$ cat config.mk
export PLATFORM = sky130hd
export DESIGN_NAME = lpic_top
export DESIGN_NICKNAME = d
export VERILOG_FILES = /design/src/rtl/lpic_timebase.v /design/src/rtl/lpic_top.v
export VERILOG_INCLUDE_DIRS = /design/src /design/src/rtl
export SDC_FILE = /design/constraint.sdc
export NUM_CORES = 1
export LEC_CHECK = 0
export BUFFER_PORTS_ARGS = -buffer_cell sky130_fd_sc_hd__buf_2
export CORE_ASPECT_RATIO = 1.25
export CORE_MARGIN = 1.5
export CORE_UTILIZATION = 53
export DETAILED_ROUTE_END_ITERATION = 6
export GPL_ROUTABILITY_DRIVEN = 0
export PLACE_DENSITY = 0.76
export SYNTH_ARGS = -nofsm -noshare
export SYNTH_HDL_FRONTEND = slang
export SYNTH_HIERARCHICAL = 1
export SYNTH_SLANG_ARGS = --single-unit
$ cat constraint.sdc
create_clock -name sys_clk -period 2.24 [get_ports sys_clk]
set_input_delay 0.224 -clock sys_clk [delete_from_list [all_inputs] [get_ports sys_clk]]
set_output_delay 0.224 -clock sys_clk [all_outputs]
set_load 0.005 [all_outputs]
$ cat src/rtl/lpic_defines.vh
/*
 * Constants for the LED PWM intensity block: register offsets, field
 * positions, reset values and PWM timing.
 * Assumes a 50 MHz system clock; included by bare name.
 */
`ifndef LPIC_DEFINES_VH
`define LPIC_DEFINES_VH

// register offsets
`define LPIC_ADDR_MASTER     8'h0e
`define LPIC_ADDR_INT_A      8'h10
`define LPIC_ADDR_INT_B      8'h11
`define LPIC_ADDR_INT_C      8'h12
`define LPIC_ADDR_INT_D      8'h13

// reset values (all outputs static after reset)
`define LPIC_MASTER_RST      8'h00
`define LPIC_INT_RST         8'h00
`define LPIC_RDATA_RST       8'h00

// field layout
`define LPIC_MASTER_HI       7
`define LPIC_MASTER_LO       4
`define LPIC_NINTH_HI        3
`define LPIC_NINTH_LO        0
`define LPIC_NIB_STATIC      4'hf
`define LPIC_NIB_ZERO        4'h0
`define LPIC_NUM_OUT         9
`define LPIC_NINTH_IDX       8

// pwm timing
`define LPIC_CLK_NS          20
`define LPIC_STEP_NS         31250
`define LPIC_STEP_CYC        (`LPIC_STEP_NS / `LPIC_CLK_NS)
`define LPIC_DIV_W           11
`define LPIC_STEPS_PER_SLOT  4'hf
`define LPIC_SLOTS_PER_PER   4'he
`define LPIC_DIV_ZERO        11'h000
`define LPIC_CNT_ZERO        4'h0
`define LPIC_CNT_ONE         4'h1
`define LPIC_DIV_ONE         11'h001

`endif

$ cat src/rtl/lpic_timebase.v
/*
 * PWM timebase: divides the system clock to the step rate and counts
 * 16 pwm cycles per timeslot and 15 timeslots per period.
 * Assumes a synchronised active-low reset and one clock.
 */
`timescale 1ns/10ps
`include "lpic_defines.vh"

module lpic_timebase (
	input  wire       sys_clk,
	input  wire       rst_n,
	output reg  [3:0] step_reg,
	output reg  [3:0] slot_reg
);
	localparam integer           STEP_CYC_M1 = `LPIC_STEP_CYC - 1;
	localparam [`LPIC_DIV_W-1:0] STEP_LAST   = STEP_CYC_M1[`LPIC_DIV_W-1:0];

	reg [`LPIC_DIV_W-1:0] div_reg;
	wire                  step_en;

	assign step_en = (div_reg == STEP_LAST);

	// step rate divider, one enable pulse per pwm cycle
	always @(posedge sys_clk or negedge rst_n) begin
		if (!rst_n)
			div_reg <= `LPIC_DIV_ZERO;
		else if (step_en)
			div_reg <= `LPIC_DIV_ZERO;
		else
			div_reg <= div_reg + `LPIC_DIV_ONE;
	end

	// 16 cycles per timeslot, 15 timeslots make the 240-step period
	always @(posedge sys_clk or negedge rst_n) begin
		if (!rst_n) begin
			step_reg <= `LPIC_CNT_ZERO;
			slot_reg <= `LPIC_CNT_ZERO;
		end else if (step_en) begin
			step_reg <= step_reg + `LPIC_CNT_ONE;
			if (step_reg == `LPIC_STEPS_PER_SLOT) begin
				if (slot_reg == `LPIC_SLOTS_PER_PER)
					slot_reg <= `LPIC_CNT_ZERO;
				else
					slot_reg <= slot_reg + `LPIC_CNT_ONE;
			end
		end
	end
endmodule

$ cat src/rtl/lpic_top.v
/*
 * LED PWM intensity control: master, ninth-output and per-output
 * intensity registers, and open-drain drive for nine outputs.
 * Outputs are registered, so every pin changes one clock after its cause;
 * writes to unmapped offsets are dropped and reads of them return zero.
 *
 * Assumes the serial front end presents a simple register port on
 * sys_clk, and that blink-phase selection and the global select flag
 * come from same-clock logic.
 * Assumes phase_bits carries the blink phase in force, bit 8 for the
 * ninth output; blink sequencing lives outside this block.
 * Assumes LED loads with series resistors pull a released pin high,
 * so a pin whose enable is low sits at high impedance.
 * Assumes the host keeps to the static and pwm mixing rules itself.
 * Assumes rstn may come from anywhere: its release passes two
 * flip-flops and the rest of the block uses that copy.
 */
// Summary of operation
// - master upper nibble zero: all outputs static
// - PWM on, global clear: per-output intensity
// - global set: ninth-output nibble intensity for all
// - phase bit 0: low (n+1)/16 of each gated slot
// - phase bit 1: duty cycle inverted
// - setting 0xF: static level, no PWM
// - period 240 steps: 15 slots of 16
// - master gates 1 to 15 timeslots
// - full setting ignores master gating, static
// - ninth output nibble doubles as global intensity
`timescale 1ns/10ps
`include "lpic_defines.vh"

module lpic_top (
	input  wire       sys_clk,
	input  wire       rstn,
	input  wire [7:0] reg_addr,
	input  wire [7:0] reg_wdata,
	input  wire       reg_wr,
	input  wire       reg_rd,
	output reg  [7:0] reg_rdata_reg,
	input  wire [8:0] phase_bits,
	input  wire       global_sel,
	output reg  [8:0] out_pin_reg,
	output reg  [8:0] out_oe_reg
);
	reg  [1:0] rst_sync_reg;
	wire       rst_n;
	reg  [7:0] master_and_ninth_intensity_reg;
	reg  [7:0] output_intensity_a_reg;
	reg  [7:0] output_intensity_b_reg;
	reg  [7:0] output_intensity_c_reg;
	reg  [7:0] output_intensity_d_reg;
	reg  [7:0] rdata_next;
	reg  [8:0] oe_next;
	wire [3:0] step;
	wire [3:0] slot;
	wire [3:0] master_nib;
	wire [3:0] ninth_nib;
	wire       pwm_on;
	wire       slot_gate;

	// packed per-output intensity, one nibble per output
	localparam integer NIB_W = `LPIC_NINTH_HI - `LPIC_NINTH_LO + 1;
	localparam integer SEL_W = `LPIC_NUM_OUT * NIB_W;
	reg  [SEL_W-1:0]   sel_nib_next;

	// loop indices for the two decode processes
	integer    i;
	integer    j;

	// per-output intensity nibble; even output in low nibble
	function [3:0] nib_of;
		input [31:0] idx;
		input [7:0]  a;
		input [7:0]  b;
		input [7:0]  c;
		input [7:0]  d;
		input [3:0]  ninth;
		reg   [7:0]  pair;
		begin
			pair = 8'h00;
			case (idx[3:1])
				3'h0: pair = a;
				3'h1: pair = b;
				3'h2: pair = c;
				3'h3: pair = d;
				default: pair = 8'h00;
			endcase
			// the ninth output has no pair register
			if (idx == `LPIC_NINTH_IDX)
				nib_of = ninth;
			else if (idx[0])
				nib_of = pair[7:4];
			else
				nib_of = pair[3:0];
		end
	endfunction

	// drive decision: 1 means pull low
	function pull_low;
		input       pwm;
		input       gate;
		input [3:0] n;
		input [3:0] stp;
		input       phase;
		reg         active;
		begin
			active = 1'b0;
			// static when pwm is off or the setting is full
			if (!pwm || n == `LPIC_NIB_STATIC)
				pull_low = ~phase;
			else begin
				active = gate && (stp <= n);
				pull_low = phase ? ~active : active;
			end
		end
	endfunction

	// reset release through two flip-flops
	always @(posedge sys_clk or negedge rstn) begin
		if (!rstn)
			rst_sync_reg <= 2'b00;
		else
			rst_sync_reg <= {rst_sync_reg[0], 1'b1};
	end
	// synchronised reset for the rest of the block
	assign rst_n = rst_sync_reg[1];

	// pwm step and timeslot counters
	lpic_timebase u_timebase (
		.sys_clk  (sys_clk),
		.rst_n    (rst_n),
		.step_reg (step),
		.slot_reg (slot)
	);

	// master and ninth-output fields, pwm enable and slot gate
	assign master_nib = master_and_ninth_intensity_reg[`LPIC_MASTER_HI:`LPIC_MASTER_LO];
	assign ninth_nib  = master_and_ninth_intensity_reg[`LPIC_NINTH_HI:`LPIC_NINTH_LO];
	assign pwm_on     = (master_nib != `LPIC_NIB_ZERO);
	assign slot_gate  = (slot < master_nib);

	// intensity register writes
	always @(posedge sys_clk or negedge rst_n) begin
		if (!rst_n) begin
			master_and_ninth_intensity_reg <= `LPIC_MASTER_RST;
			output_intensity_a_reg         <= `LPIC_INT_RST;
			output_intensity_b_reg         <= `LPIC_INT_RST;
			output_intensity_c_reg         <= `LPIC_INT_RST;
			output_intensity_d_reg         <= `LPIC_INT_RST;
		end else if (reg_wr) begin
			case (reg_addr)
				`LPIC_ADDR_MASTER: master_and_ninth_intensity_reg <= reg_wdata;
				`LPIC_ADDR_INT_A:  output_intensity_a_reg <= reg_wdata;
				`LPIC_ADDR_INT_B:  output_intensity_b_reg <= reg_wdata;
				`LPIC_ADDR_INT_C:  output_intensity_c_reg <= reg_wdata;
				`LPIC_ADDR_INT_D:  output_intensity_d_reg <= reg_wdata;
				default: ;
			endcase
		end
	end

	// read mux; unmapped offsets read zero
	always @* begin
		case (reg_addr)
			`LPIC_ADDR_MASTER: rdata_next = master_and_ninth_intensity_reg;
			`LPIC_ADDR_INT_A:  rdata_next = output_intensity_a_reg;
			`LPIC_ADDR_INT_B:  rdata_next = output_intensity_b_reg;
			`LPIC_ADDR_INT_C:  rdata_next = output_intensity_c_reg;
			`LPIC_ADDR_INT_D:  rdata_next = output_intensity_d_reg;
			default:           rdata_next = `LPIC_RDATA_RST;
		endcase
	end

	// read data register, holds until the next read
	always @(posedge sys_clk or negedge rst_n) begin
		if (!rst_n)
			reg_rdata_reg <= `LPIC_RDATA_RST;
		else if (reg_rd)
			reg_rdata_reg <= rdata_next;
	end

	// per-output intensity; global uses the ninth nibble for all outputs
	always @* begin
		sel_nib_next = {SEL_W{1'b0}};
		for (j = 0; j < `LPIC_NUM_OUT; j = j + 1) begin
			if (global_sel)
				sel_nib_next[j*NIB_W +: NIB_W] = ninth_nib;
			else
				sel_nib_next[j*NIB_W +: NIB_W] = nib_of(j,
					output_intensity_a_reg,
					output_intensity_b_reg,
					output_intensity_c_reg,
					output_intensity_d_reg,
					ninth_nib);
		end
	end

	// output decode: 1 in oe_next pulls the pin low
	always @* begin
		oe_next = 9'h000;
		for (i = 0; i < `LPIC_NUM_OUT; i = i + 1) begin
			oe_next[i] = pull_low(pwm_on,
				slot_gate,
				sel_nib_next[i*NIB_W +: NIB_W],
				step,
				phase_bits[i]);
		end
	end

	// open-drain outputs: value always low, enable drives the pin
	always @(posedge sys_clk or negedge rst_n) begin
		if (!rst_n) begin
			out_oe_reg  <= 9'h000;
			out_pin_reg <= 9'h000;
		end else begin
			out_oe_reg  <= oe_next;
			out_pin_reg <= 9'h000;
		end
	end
endmodule

# Word-level counts from Yosys, hierarchy flattened
# Index checks and enable logic that the tools add are counted.
[classes]
addsub = 3
order_cmp = 10
eq_ne = 17
muxes = 29
n_bitwise = 18
n_reduce_logical = 26
[ops]
columns = ["op", "n"]
rows = [
  ["4-bit equality test, second input constant", 11],
  ["8-bit case mux with 5 select lines", 1],
  ["4-bit <= comparator", 9],
  ["4-bit two-way mux", 9],
  ["8-bit by 5-bit equality test with 1-bit output, second input constant", 4],
  ["1-bit two-way mux", 18],
  ["1-bit inverter", 18],
  ["2-bit AND reduction", 6],
  ["11-bit by 1-bit adder with 11-bit output, second input constant", 1],
  ["11-bit equality test, second input constant", 1],
  ["11-bit two-way mux", 1],
  ["1-bit logical AND", 9],
  ["1-bit logical OR", 9],
  ["4-bit by 1-bit adder with 4-bit output, second input constant", 2],
  ["8-bit by 4-bit equality test with 1-bit output, second input constant", 1],
  ["4-bit < comparator", 1],
  ["4-bit nonzero test", 1],
  ["1-bit logical NOT", 1],
]
[totals]
regBits = 78
inputBits = 30
out_inout_bits = 26
word_cells = 114

# Longest topological paths before layout
# Gate-level depths: netlist of run 1.
[depth]
depth_word = 6
ltp_mapped = 10
depth_no_buf = 9

# Hierarchy
# Netlist of run 1, hierarchy kept.
[modules_own_cells]
columns = ["mod", "instances", "cells_per_inst", "area_each_um2", "seq_area_each_um2"]
rows = [
  ["lpic_top", 1, 383, 3957.5, 1476.4],
  ["lpic_timebase", 1, 79, 908.4, 475.5],
]

# Worst setup path after synthesis of run 1
# No wires, ideal clock.
[synth_timing]
kind = "reg-to-reg"
startpoint = "reg u_timebase.slot_reg[1]"
endpoint = "reg out_oe_reg[5]"
setup_time_ns = 0.079
arrival_time_ns = 1.774
required_time_ns = 2.161
setup_slack_ns = 0.387
path_stages_with_launch = 6
path_buffers = 0
synth_period_minus_slack_ns = 1.853
path_cell_list = "dfrtp_1 > ha_1 > a2111oi_2 > nor2_1 > o211ai_1 > xor2_1"
[synth_between]
elab_chain_len = 5
[synth_lines]
columns = ["item", "line_no", "rtl"]
rows = [
  ["start, declared", "lpic_timebase.v:13", "output reg [3:0] slot_reg"],
  ["start signal, assigned", "lpic_timebase.v:37", "slot_reg <= `LPIC_CNT_ZERO;"],
  ["start signal, assigned", "lpic_timebase.v:42", "slot_reg <= `LPIC_CNT_ZERO;"],
  ["start signal, assigned", "lpic_timebase.v:44", "slot_reg <= slot_reg + `LPIC_CNT_ONE;"],
  ["4-bit < comparator (*)", "lpic_top.v:140", "assign slot_gate = (slot < master_nib);"],
  ["1-bit logical AND (*)", "lpic_top.v:112", "active = gate && (stp <= n);"],
  ["1-bit inverter", "lpic_top.v:113", "pull_low = phase ? ~active : active;"],
  ["1-bit two-way mux (*)", "lpic_top.v:113", ""],
  ["1-bit two-way mux (*)", "lpic_top.v:109", "if (!pwm || n == `LPIC_NIB_STATIC)"],
  ["net oe_next[5]", "lpic_top.v:53", "reg [8:0] oe_next;"],
  ["end signal, assigned", "lpic_top.v:216", "out_oe_reg <= oe_next;"],
  ["end, declared", "lpic_top.v:43", "output reg [8:0] out_oe_reg"],
]
# The timed path passes the listed nets; every way through them passes the cells marked *.
# A chain may end at the register's enable or synchronous reset.

# Final worst setup path of run 1
[layout_timing]
startpoint = "reg master_and_ninth_intensity_reg[6]"
endpoint = "reg out_oe_reg[5]"
[layout_between]
elab_chain_len = 5
word_cells_on_any_way = 8
classes_between = "order compare: 1; mux: 2; bitwise: 1; reduce/logical: 4"
[layout_lines]
columns = ["item", "line_no", "rtl"]
rows = [
  ["start, declared", "lpic_top.v:47", "reg [7:0] master_and_ninth_intensity_reg;"],
  ["start signal, assigned", "lpic_top.v:145", "master_and_ninth_intensity_reg <= `LPIC_MASTER_RST;"],
  ["start signal, assigned", "lpic_top.v:152", "`LPIC_ADDR_MASTER: master_and_ninth_intensity_reg <= reg_wdata;"],
  ["4-bit < comparator", "lpic_top.v:140", ""],
  ["1-bit logical AND", "lpic_top.v:112", ""],
  ["1-bit inverter", "lpic_top.v:113", ""],
  ["1-bit two-way mux", "lpic_top.v:113", ""],
  ["1-bit two-way mux (*)", "lpic_top.v:109", ""],
  ["net oe_next[5]", "lpic_top.v:53", ""],
]
# Marked as above.

==> results of run 1 <==
metal layers:
layer	routed length (um)	share of wire (%)	vias to the layer above	GRT usage, %
met5	0	0	-	0
met4	514	4.4	0	16.0
met3	469	4.0	40	4.84
met2	6130	52	122	45.4
met1	4610	39	1906	28.8
li1	-	-	1785	-
worst max path at each step:
stage                                             startpoint                      end  slack, ns
2_1_floorplan             u_timebase/slot_reg[1]$_DFFE_PN0P_  out_oe_reg[5]$_DFF_PN0_       0.39
5_1_grt        master_and_ninth_intensity_reg[3]$_DFFE_PN0P_  out_oe_reg[0]$_DFF_PN0_       0.04
3_3_place_gp              u_timebase/slot_reg[2]$_DFFE_PN0P_  out_oe_reg[6]$_DFF_PN0_       0.32
6_report       master_and_ninth_intensity_reg[6]$_DFFE_PN0P_  out_oe_reg[5]$_DFF_PN0_       0.20
3_5_place_dp   master_and_ninth_intensity_reg[6]$_DFFE_PN0P_  out_oe_reg[5]$_DFF_PN0_       0.23
4_1_cts        master_and_ninth_intensity_reg[6]$_DFFE_PN0P_  out_oe_reg[5]$_DFF_PN0_       0.21
through the flow:
step,worst slack [ns],hold WS [ns]
detailed placement,0.231,0.0101
floorplan,0.387,-0.0716
finish,0.201,0.0372
CTS,0.207,0.0249
global route,0.0402,0.0349
global placement,0.316,0.00954
cell families (layout without fill, tap and decap cells):
family	Yosys count	in the layout	share of synthesized area [%]
xor+xnor	13	13	2.34
simple gates	101	101	12.4
compound gates	126	126	15.6
buf+inv	50	97	4.94
mux	50	50	13.6
fa+ha+maj	42	42	10.8
flops	78	78	40.1
other cells	2	10	0.154
worst reg2reg max path, stage by stage, from the launching register on:
cell and delay [ns]:
dfrtp_1 0.40, inv_1 0.06, ha_1 0.26, or2_2 0.09
a21oi_1 0.07, nor2_1 0.61, o211ai_1 0.23, xor2_1 0.19
placed cells by master (no fill, tap or decap), drive strengths merged, types with 12 or more instances in the layout:
master   n
dfrtp   78
nand2   17
mux2    43
buf     56
and2    12
nor2    28
ha      42
o21ai   19
inv     25
a21oi   65
synth_stat cells (8+ instances only):
cell	n	area share, %
dfrtp_1	78	40
a21oi_1	65	6.7
ha_1	42	11
mux2_2	34	7.9
nor2_1	26	2.0
inv_1	24	1.9
o21ai_0	19	2.0
nand2_1	17	1.3
and2_1	11	1.4
clkbuf_1	11	0.85
buf_4	9	1.4
mux2_4	9	2.8
xor2_1	9	1.6
nand4_1	8	1.0
area by class of cell:
cell class / count / area, sq um / share of cell area [%]
multi-input cells: 342 / 2700 / 49.7
flip-flops and latches: 78 / 1950 / 35.9
repair buffers: 57 / 340 / 6.26
well taps: 120 / 150 / 2.76
clock buffers: 11 / 141 / 2.60
inverters: 24 / 90.1 / 1.66
clock inverters: 5 / 57.6 / 1.06
report_power, final:
part / total [mW] / switching [mW] / internal [mW]
Combinational: 0.501 / 0.272 / 0.229
Clock: 1.09 / 0.542 / 0.548
Sequential: 1.55 / 0.0632 / 1.49
==> reports/results.env, run 1 <==
DRIVE_ABOVE_1_SHARE_PCT=26.3
COUNT_OF_FLIP_FLOPS_WITH_A_BUILT_IN_ENABLE_AFTER_SYNTHESIS=0
POST_LAYOUT_NONFILLER_INSTANCES=637
TIMING.CLOCK.SKEW_NS=0.0114
DR.FIRST_ITER.DRC_COUNT=286
PLACE.PORT_BUFFERS=46
STATUS='complete, but fails checks'
WORST_PIN_SLEW_NS=0.795
MAXIMUM_CLOCK_FREQUENCY_MHz=490
SYNTHESIS.AREA_PER_INSTANCE_SQ_UM=10.5
POST_CTS_RESIZED=0
CLOCK_TREE.ROOT_CELL='clkbuf_8'
DIE_HEIGHT_UM=110
TIMING.CRITICAL_PATH.BUF_INV=1
ROUTEDWLPERCELL_UM=18.4
GRT_MAX_DEGREE=33
END_KIND='flip-flop'
DIEAREA_SQ_MM=0.00977
TOTALPOWERFINAL_mW=3.14
WORSTSETUPPATHDEPTH=7
MIN_DELAY_PATH_DEPTH=2
POWER.LEAKAGE_nW=2.60
POWERDENSITY_mW_PER_MM2=578
TIMING.FINAL.MAX_SLEW_VIOLATIONS=0
SYNTH.CELL_AREA_SQ_MM=0.00487
ROUTED-VIA-COUNT=3853
CRITPATHMAXFANOUT=9
FIRST_GLOBAL_VIAS=4010
TIMING.CRITICAL_PATH.FROM_TYPE='flip-flop'
GLOBAL_ROUTE_WIRE_LENGTH_BEFORE_REPAIR_UM=19000
AREA.GROWTH.SYNTH_TO_FINAL_PCT=11.7
START_UTIL_PCT=55.3
CLOCKBUFFERDEPTH=2
TIMING.HOLD.WORST_ENDPOINT='out_oe_reg[8]$_DFF_PN0_'
CPMAXSTAGEDELAYCELL='nor2_1'
NUM-FILL-CELLS=742
HOLDCRITSTARTPOINT='phase_bits[8]'
DP_CELLS=620
DETAIL_ROUTE.VIAS_PER_CELL=6.05
DETAIL_ROUTE.WIRELENGTH_UM=11700
WORST_IR_DROP_VDD_V=0.000514
SETUP-VIOLATIONS-FINAL=0
PIN_COUNT=56
CTS_HOLD_BUFFERS=1
MIN_PERIOD_OVER_PERIOD_PCT=91.0
CTS_MAX_LEVEL=3
ANTENNA-DIODE-COUNT=0
REG2REG_TO='out_oe_reg[5]$_DFF_PN0_'
CRITPATHTOPFAMILY='simple AND/OR/NAND/NOR gates'
TIMING.FINAL.HOLD_VIOLATIONS=0
PLACED_AREA_SQ_MM=0.00523
WARNINGS_SYNTHESIS=6
SYNTH_FF_TYPE='dfrtp_1'
DRT-PASS1-ITER-COUNT=7
TRACK_USAGE_PCT=25.9
LARGEST_REG_FLOPS=11
YS_SEQ_AREA_SHARE_PCT=40.1
CRITICAL_PATH_REQUIRED_NS=2.48
FIN_SETUP_TNS_NS=0
SLEW_HEADROOM_PCT=46.8
FINAL_UTIL_PCT=61.8
CP_SLOWEST_STAGE_DELAY_NS=0.61
ARRIVAL_NS=2.28
REG2REG_SETUP_SLACK_NS=0.20
REGTOREGSTARTPOINT='master_and_ninth_intensity_reg[6]$_DFFE_PN0P_'
DRCVIOLATIONCOUNT=1
POSTSYNTHCELLCOUNT=462
CTS.CLK_SLEW.WORST_PATHS_NS=0.09
FINAL_AREA_SQ_MM=0.00544
VIOLATED_CHECKS='design-rule violations'
YS_TYPES=54
SYNTH-SEQ-CELLS=78
REMAINING_ANTENNA_VIOLATION_COUNT=0
CRIT_PATH_CELL_TRACE='inv_1 > ha_1 > or2_2 > a21oi_1 > nor2_1 > o211ai_1 > xor2_1'
CTS_SINKS=78
FLOORPLAN.ROWS=38
TRITONCTS='built'
WORST_SKEW_PAIR.LATE_LATENCY_NS=0.36
GLOBAL_ROUTE.OVERFLOW_TOTAL=0
CTS_INSERTED_BUFFERS=9
ASYNCSETRESETFLOPFRACSYNTH_PCT=100
CORE_AREA_SQ_MM=0.00880
REG2REGPATHDEPTH=7
WORSTHOLDPATHTYPE='input pin to flip-flop'
WORST_PATH_CLASS_SETUP='flip-flop to flip-flop'
RSZ0062_AT_GRT='false'
POST-CTS-SETUP-BUFFER-COUNT=0
GRT_ANTENNA_BEFORE_REPAIR=0
DP.FINAL_HPWL_UM=8840
POST-ROUTE-MIN-PERIOD_NS=2.04
DESIGN.FINAL.NETS=584
MAX_CAP_VIOL_COUNT=0
DIE_WIDTH_UM=88.7
No activity file was read; power rests on OpenSTA's default activity.
==> run 2, diff against run 1 <==
--- a/config.mk
+++ b/config.mk
@@ -9,10 +9,11 @@
 export BUFFER_PORTS_ARGS = -buffer_cell sky130_fd_sc_hd__buf_2
 export CORE_ASPECT_RATIO = 1.25
 export CORE_MARGIN = 1.5
-export CORE_UTILIZATION = 53
+export CORE_UTILIZATION = 60
 export DETAILED_ROUTE_END_ITERATION = 6
 export GPL_ROUTABILITY_DRIVEN = 0
-export PLACE_DENSITY = 0.76
+export PLACE_DENSITY = 0.82
+export SLEW_MARGIN = 20
 export SYNTH_ARGS = -nofsm -noshare
 export SYNTH_HDL_FRONTEND = slang
 export SYNTH_HIERARCHICAL = 1
==> constraint.sdc (replaced) <==
create_clock -name sys_clk -period 2.55 [get_ports sys_clk]
set_input_delay 0.255 -clock sys_clk [delete_from_list [all_inputs] [get_ports sys_clk]]
set_output_delay 0.255 -clock sys_clk [all_outputs]
set_load 0.005 [all_outputs]
==> reports/results.env, run 2 (synthesized netlist as in run 1, its figures left out) <==
STATUS='completed'
DRCVIOLATIONCOUNT=0
MIN_DELAY_PATH_DEPTH=2
DRT-PASS1-ITER-COUNT=4
CTS.CLK_SLEW.WORST_PATHS_NS=0.09
CLOCK_TREE.ROOT_CELL='clkbuf_8'
CTS_SINKS=78
FINAL_CRITICAL_PATH_SETUP_SLACK_NS=0.490
LARGEST_REG_FLOPS=11
DIEAREA_SQ_MM=0.00866
DR.FIRST_ITER.DRC_COUNT=286
CTS_HOLD_BUFFERS=1
POWER_SWITCHING_mW=0.771
DETAIL_ROUTE.VIAS_PER_CELL=6.28
DP.FINAL_HPWL_UM=8510
MAXIMUM_CLOCK_FREQUENCY_MHz=485
DIE_WIDTH_UM=83.5
ANTENNA-DIODE-COUNT=0
REMAINING_ANTENNA_VIOLATION_COUNT=0
WORST_SKEW_PAIR.LATE_LATENCY_NS=0.36
CRITPATHMAXFANOUT=8
PIN_COUNT=56
DESIGN.FINAL.NETS=580
GRT_ANTENNA_BEFORE_REPAIR=0
DIE_HEIGHT_UM=104
POST-ROUTE-MIN-PERIOD_NS=2.06
WORST_IR_DROP_VDD_V=0.000398
MAX_CAP_VIOL_COUNT=0
SEQUENTIALPOWERSHARE_PCT=50.8
TRACK_USAGE_PCT=27.7
TRITONCTS='built'
CRITICAL_PATH_REQUIRED_NS=2.82
FIRST_GLOBAL_VIAS=4070
WORST_PATH_CLASS_SETUP='flip-flop to flip-flop'
CORE_AREA_SQ_MM=0.00784
ROUTEDWLPERCELL_UM=18.7
AREA.GROWTH.SYNTH_TO_FINAL_PCT=9.67
SLEW_HEADROOM_PCT=41.5
HOLD_SLACK_FINAL_NS=0.0647
GLOBAL_ROUTE.OVERFLOW_TOTAL=0
TIMING.HOLD.WORST_ENDPOINT='out_oe_reg[6]$_DFF_PN0_'
TIMING.CRITICAL_PATH.FROM_TYPE='flip-flop'
PLACE_WORST_SETUP_SLACK_NS=0.290
FIN_SETUP_TNS_NS=0
POST_CTS_RESIZED=0
START_UTIL_PCT=62.1
REG2REG_TO='out_oe_reg[3]$_DFF_PN0_'
SETUP-VIOLATIONS-FINAL=0
WORSTHOLDPATHTYPE='input pin to flip-flop'
CTS_INSERTED_BUFFERS=9
TIMING.FINAL.MAX_SLEW_VIOLATIONS=0
POWERDENSITY_mW_PER_MM2=502
CTS_MAX_LEVEL=3
GRT_MAX_DEGREE=39
WORST_PIN_SLEW_NS=0.877
CELLINTERNALPOWER_mW=1.91
TIMING.FINAL.HOLD_VIOLATIONS=0
GLOBAL_ROUTE_WIRE_LENGTH_BEFORE_REPAIR_UM=19000
COMBPWRFRAC_PCT=16.1
FLOORPLAN.ROWS=36
DRIVE_ABOVE_1_SHARE_PCT=25.7
POWER.SHARE.CLOCK_PCT=33.1
PLACE.PORT_BUFFERS=46
FINAL_UTIL_PCT=68.1
ARRIVAL_NS=2.33
DETAIL_ROUTE.WIRELENGTH_UM=11300
POST-CTS-SETUP-BUFFER-COUNT=0
HOLDCRITSTARTPOINT='phase_bits[6]'
RSZ0062_AT_GRT='false'
REG2REGPATHDEPTH=7
ROUTED-VIA-COUNT=3819
POWER.LEAKAGE_nW=2.56
END_KIND='flip-flop'
REG2REG_SETUP_SLACK_NS=0.49
TIMING.CLOCK.SKEW_NS=0.00988
MOST_COMMON_CELL_AFTER_LAYOUT_FILL_AND_TAPS_ASIDE='dfrtp_1'
CLOCKBUFFERDEPTH=2
SW_FRAC_OF_TOTAL_PCT=28.8
TOP_LIBRARY_CELLS_BY_USAGE_IN_THE_LAYOUT_FILL_AND_TAPS_ASIDE='dfrtp_1, a21oi_1, buf_2'
MIN_PERIOD_OVER_PERIOD_PCT=80.8
REGTOREGSTARTPOINT='master_and_ninth_intensity_reg[3]$_DFFE_PN0P_'
==> run 2: stage by stage <==
stage	cells	area [sq um]	power (mW)
finish	608	5340	2.68
global placement	591	5140	1.79
floorplan	470	4900	1.65
CTS	608	5340	2.68
detailed placement	591	5140	1.81
global route	608	5340	2.80
==> run 2: power groups by stage <==
stage	registers, mW	logic [mW]	clock network [mW]
2_1_floorplan	1.38	0.273	0
3_3_place_gp	1.38	0.407	0
3_5_place_dp	1.38	0.427	0
4_1_cts	1.36	0.430	0.892
5_1_grt	1.37	0.478	0.949
6_report	1.36	0.431	0.888
==> run 2: routing by layer <==
metal / GRT usage (%) / part of all wire (%) / vias up
met5: 0 / 0 / -
met2: 48.8 / 53 / 132
met3: 5.34 / 4.1 / 41
li1: - / - / 1769
met4: 16.6 / 4.2 / 0
met1: 30.9 / 38 / 1877
==> run 2: how the worst max path moves through the flow <==
| stage | slack (ns) | to | from |
|---|---|---|---|
| finish | 0.49 | out_oe_reg[3]$_DFF_PN0_ | master_and_ninth_intensity_reg[3]$_DFFE_PN0P_ |
| global route | 0.34 | out_oe_reg[4]$_DFF_PN0_ | master_and_ninth_intensity_reg[3]$_DFFE_PN0P_ |
| CTS | 0.45 | out_oe_reg[8]$_DFF_PN0_ | master_and_ninth_intensity_reg[6]$_DFFE_PN0P_ |
| detailed placement | 0.29 | master_and_ninth_intensity_reg[3]$_DFFE_PN0P_ | reg_addr[7] |
| global placement | 0.43 | master_and_ninth_intensity_reg[6]$_DFFE_PN0P_ | reg_addr[7] |
| floorplan | 0.22 | master_and_ninth_intensity_reg[0]$_DFFE_PN0P_ | rst_sync_reg[1]$_DFF_PN0_ |
==> run 2: cell type report <==
type / instances / area (sq um)
clock buffers: 12 / 155
clock inverters: 4 / 30.0
fillers: 619 / 2500
inverters: 24 / 90.1
multi-input cells: 342 / 2700
flip-flops and latches: 78 / 1950
well taps: 95 / 119
repair buffers: 53 / 285
==> run 2: critical path, cell delays in order (launching register included) <==
cell and delay, ns:
dfrtp_1 0.44, and2_1 0.26, a21oi_1 0.31, ha_1 0.33, a21oi_1 0.14, o21ai_0 0.12
a21o_1 0.17, a211oi_1 0.19
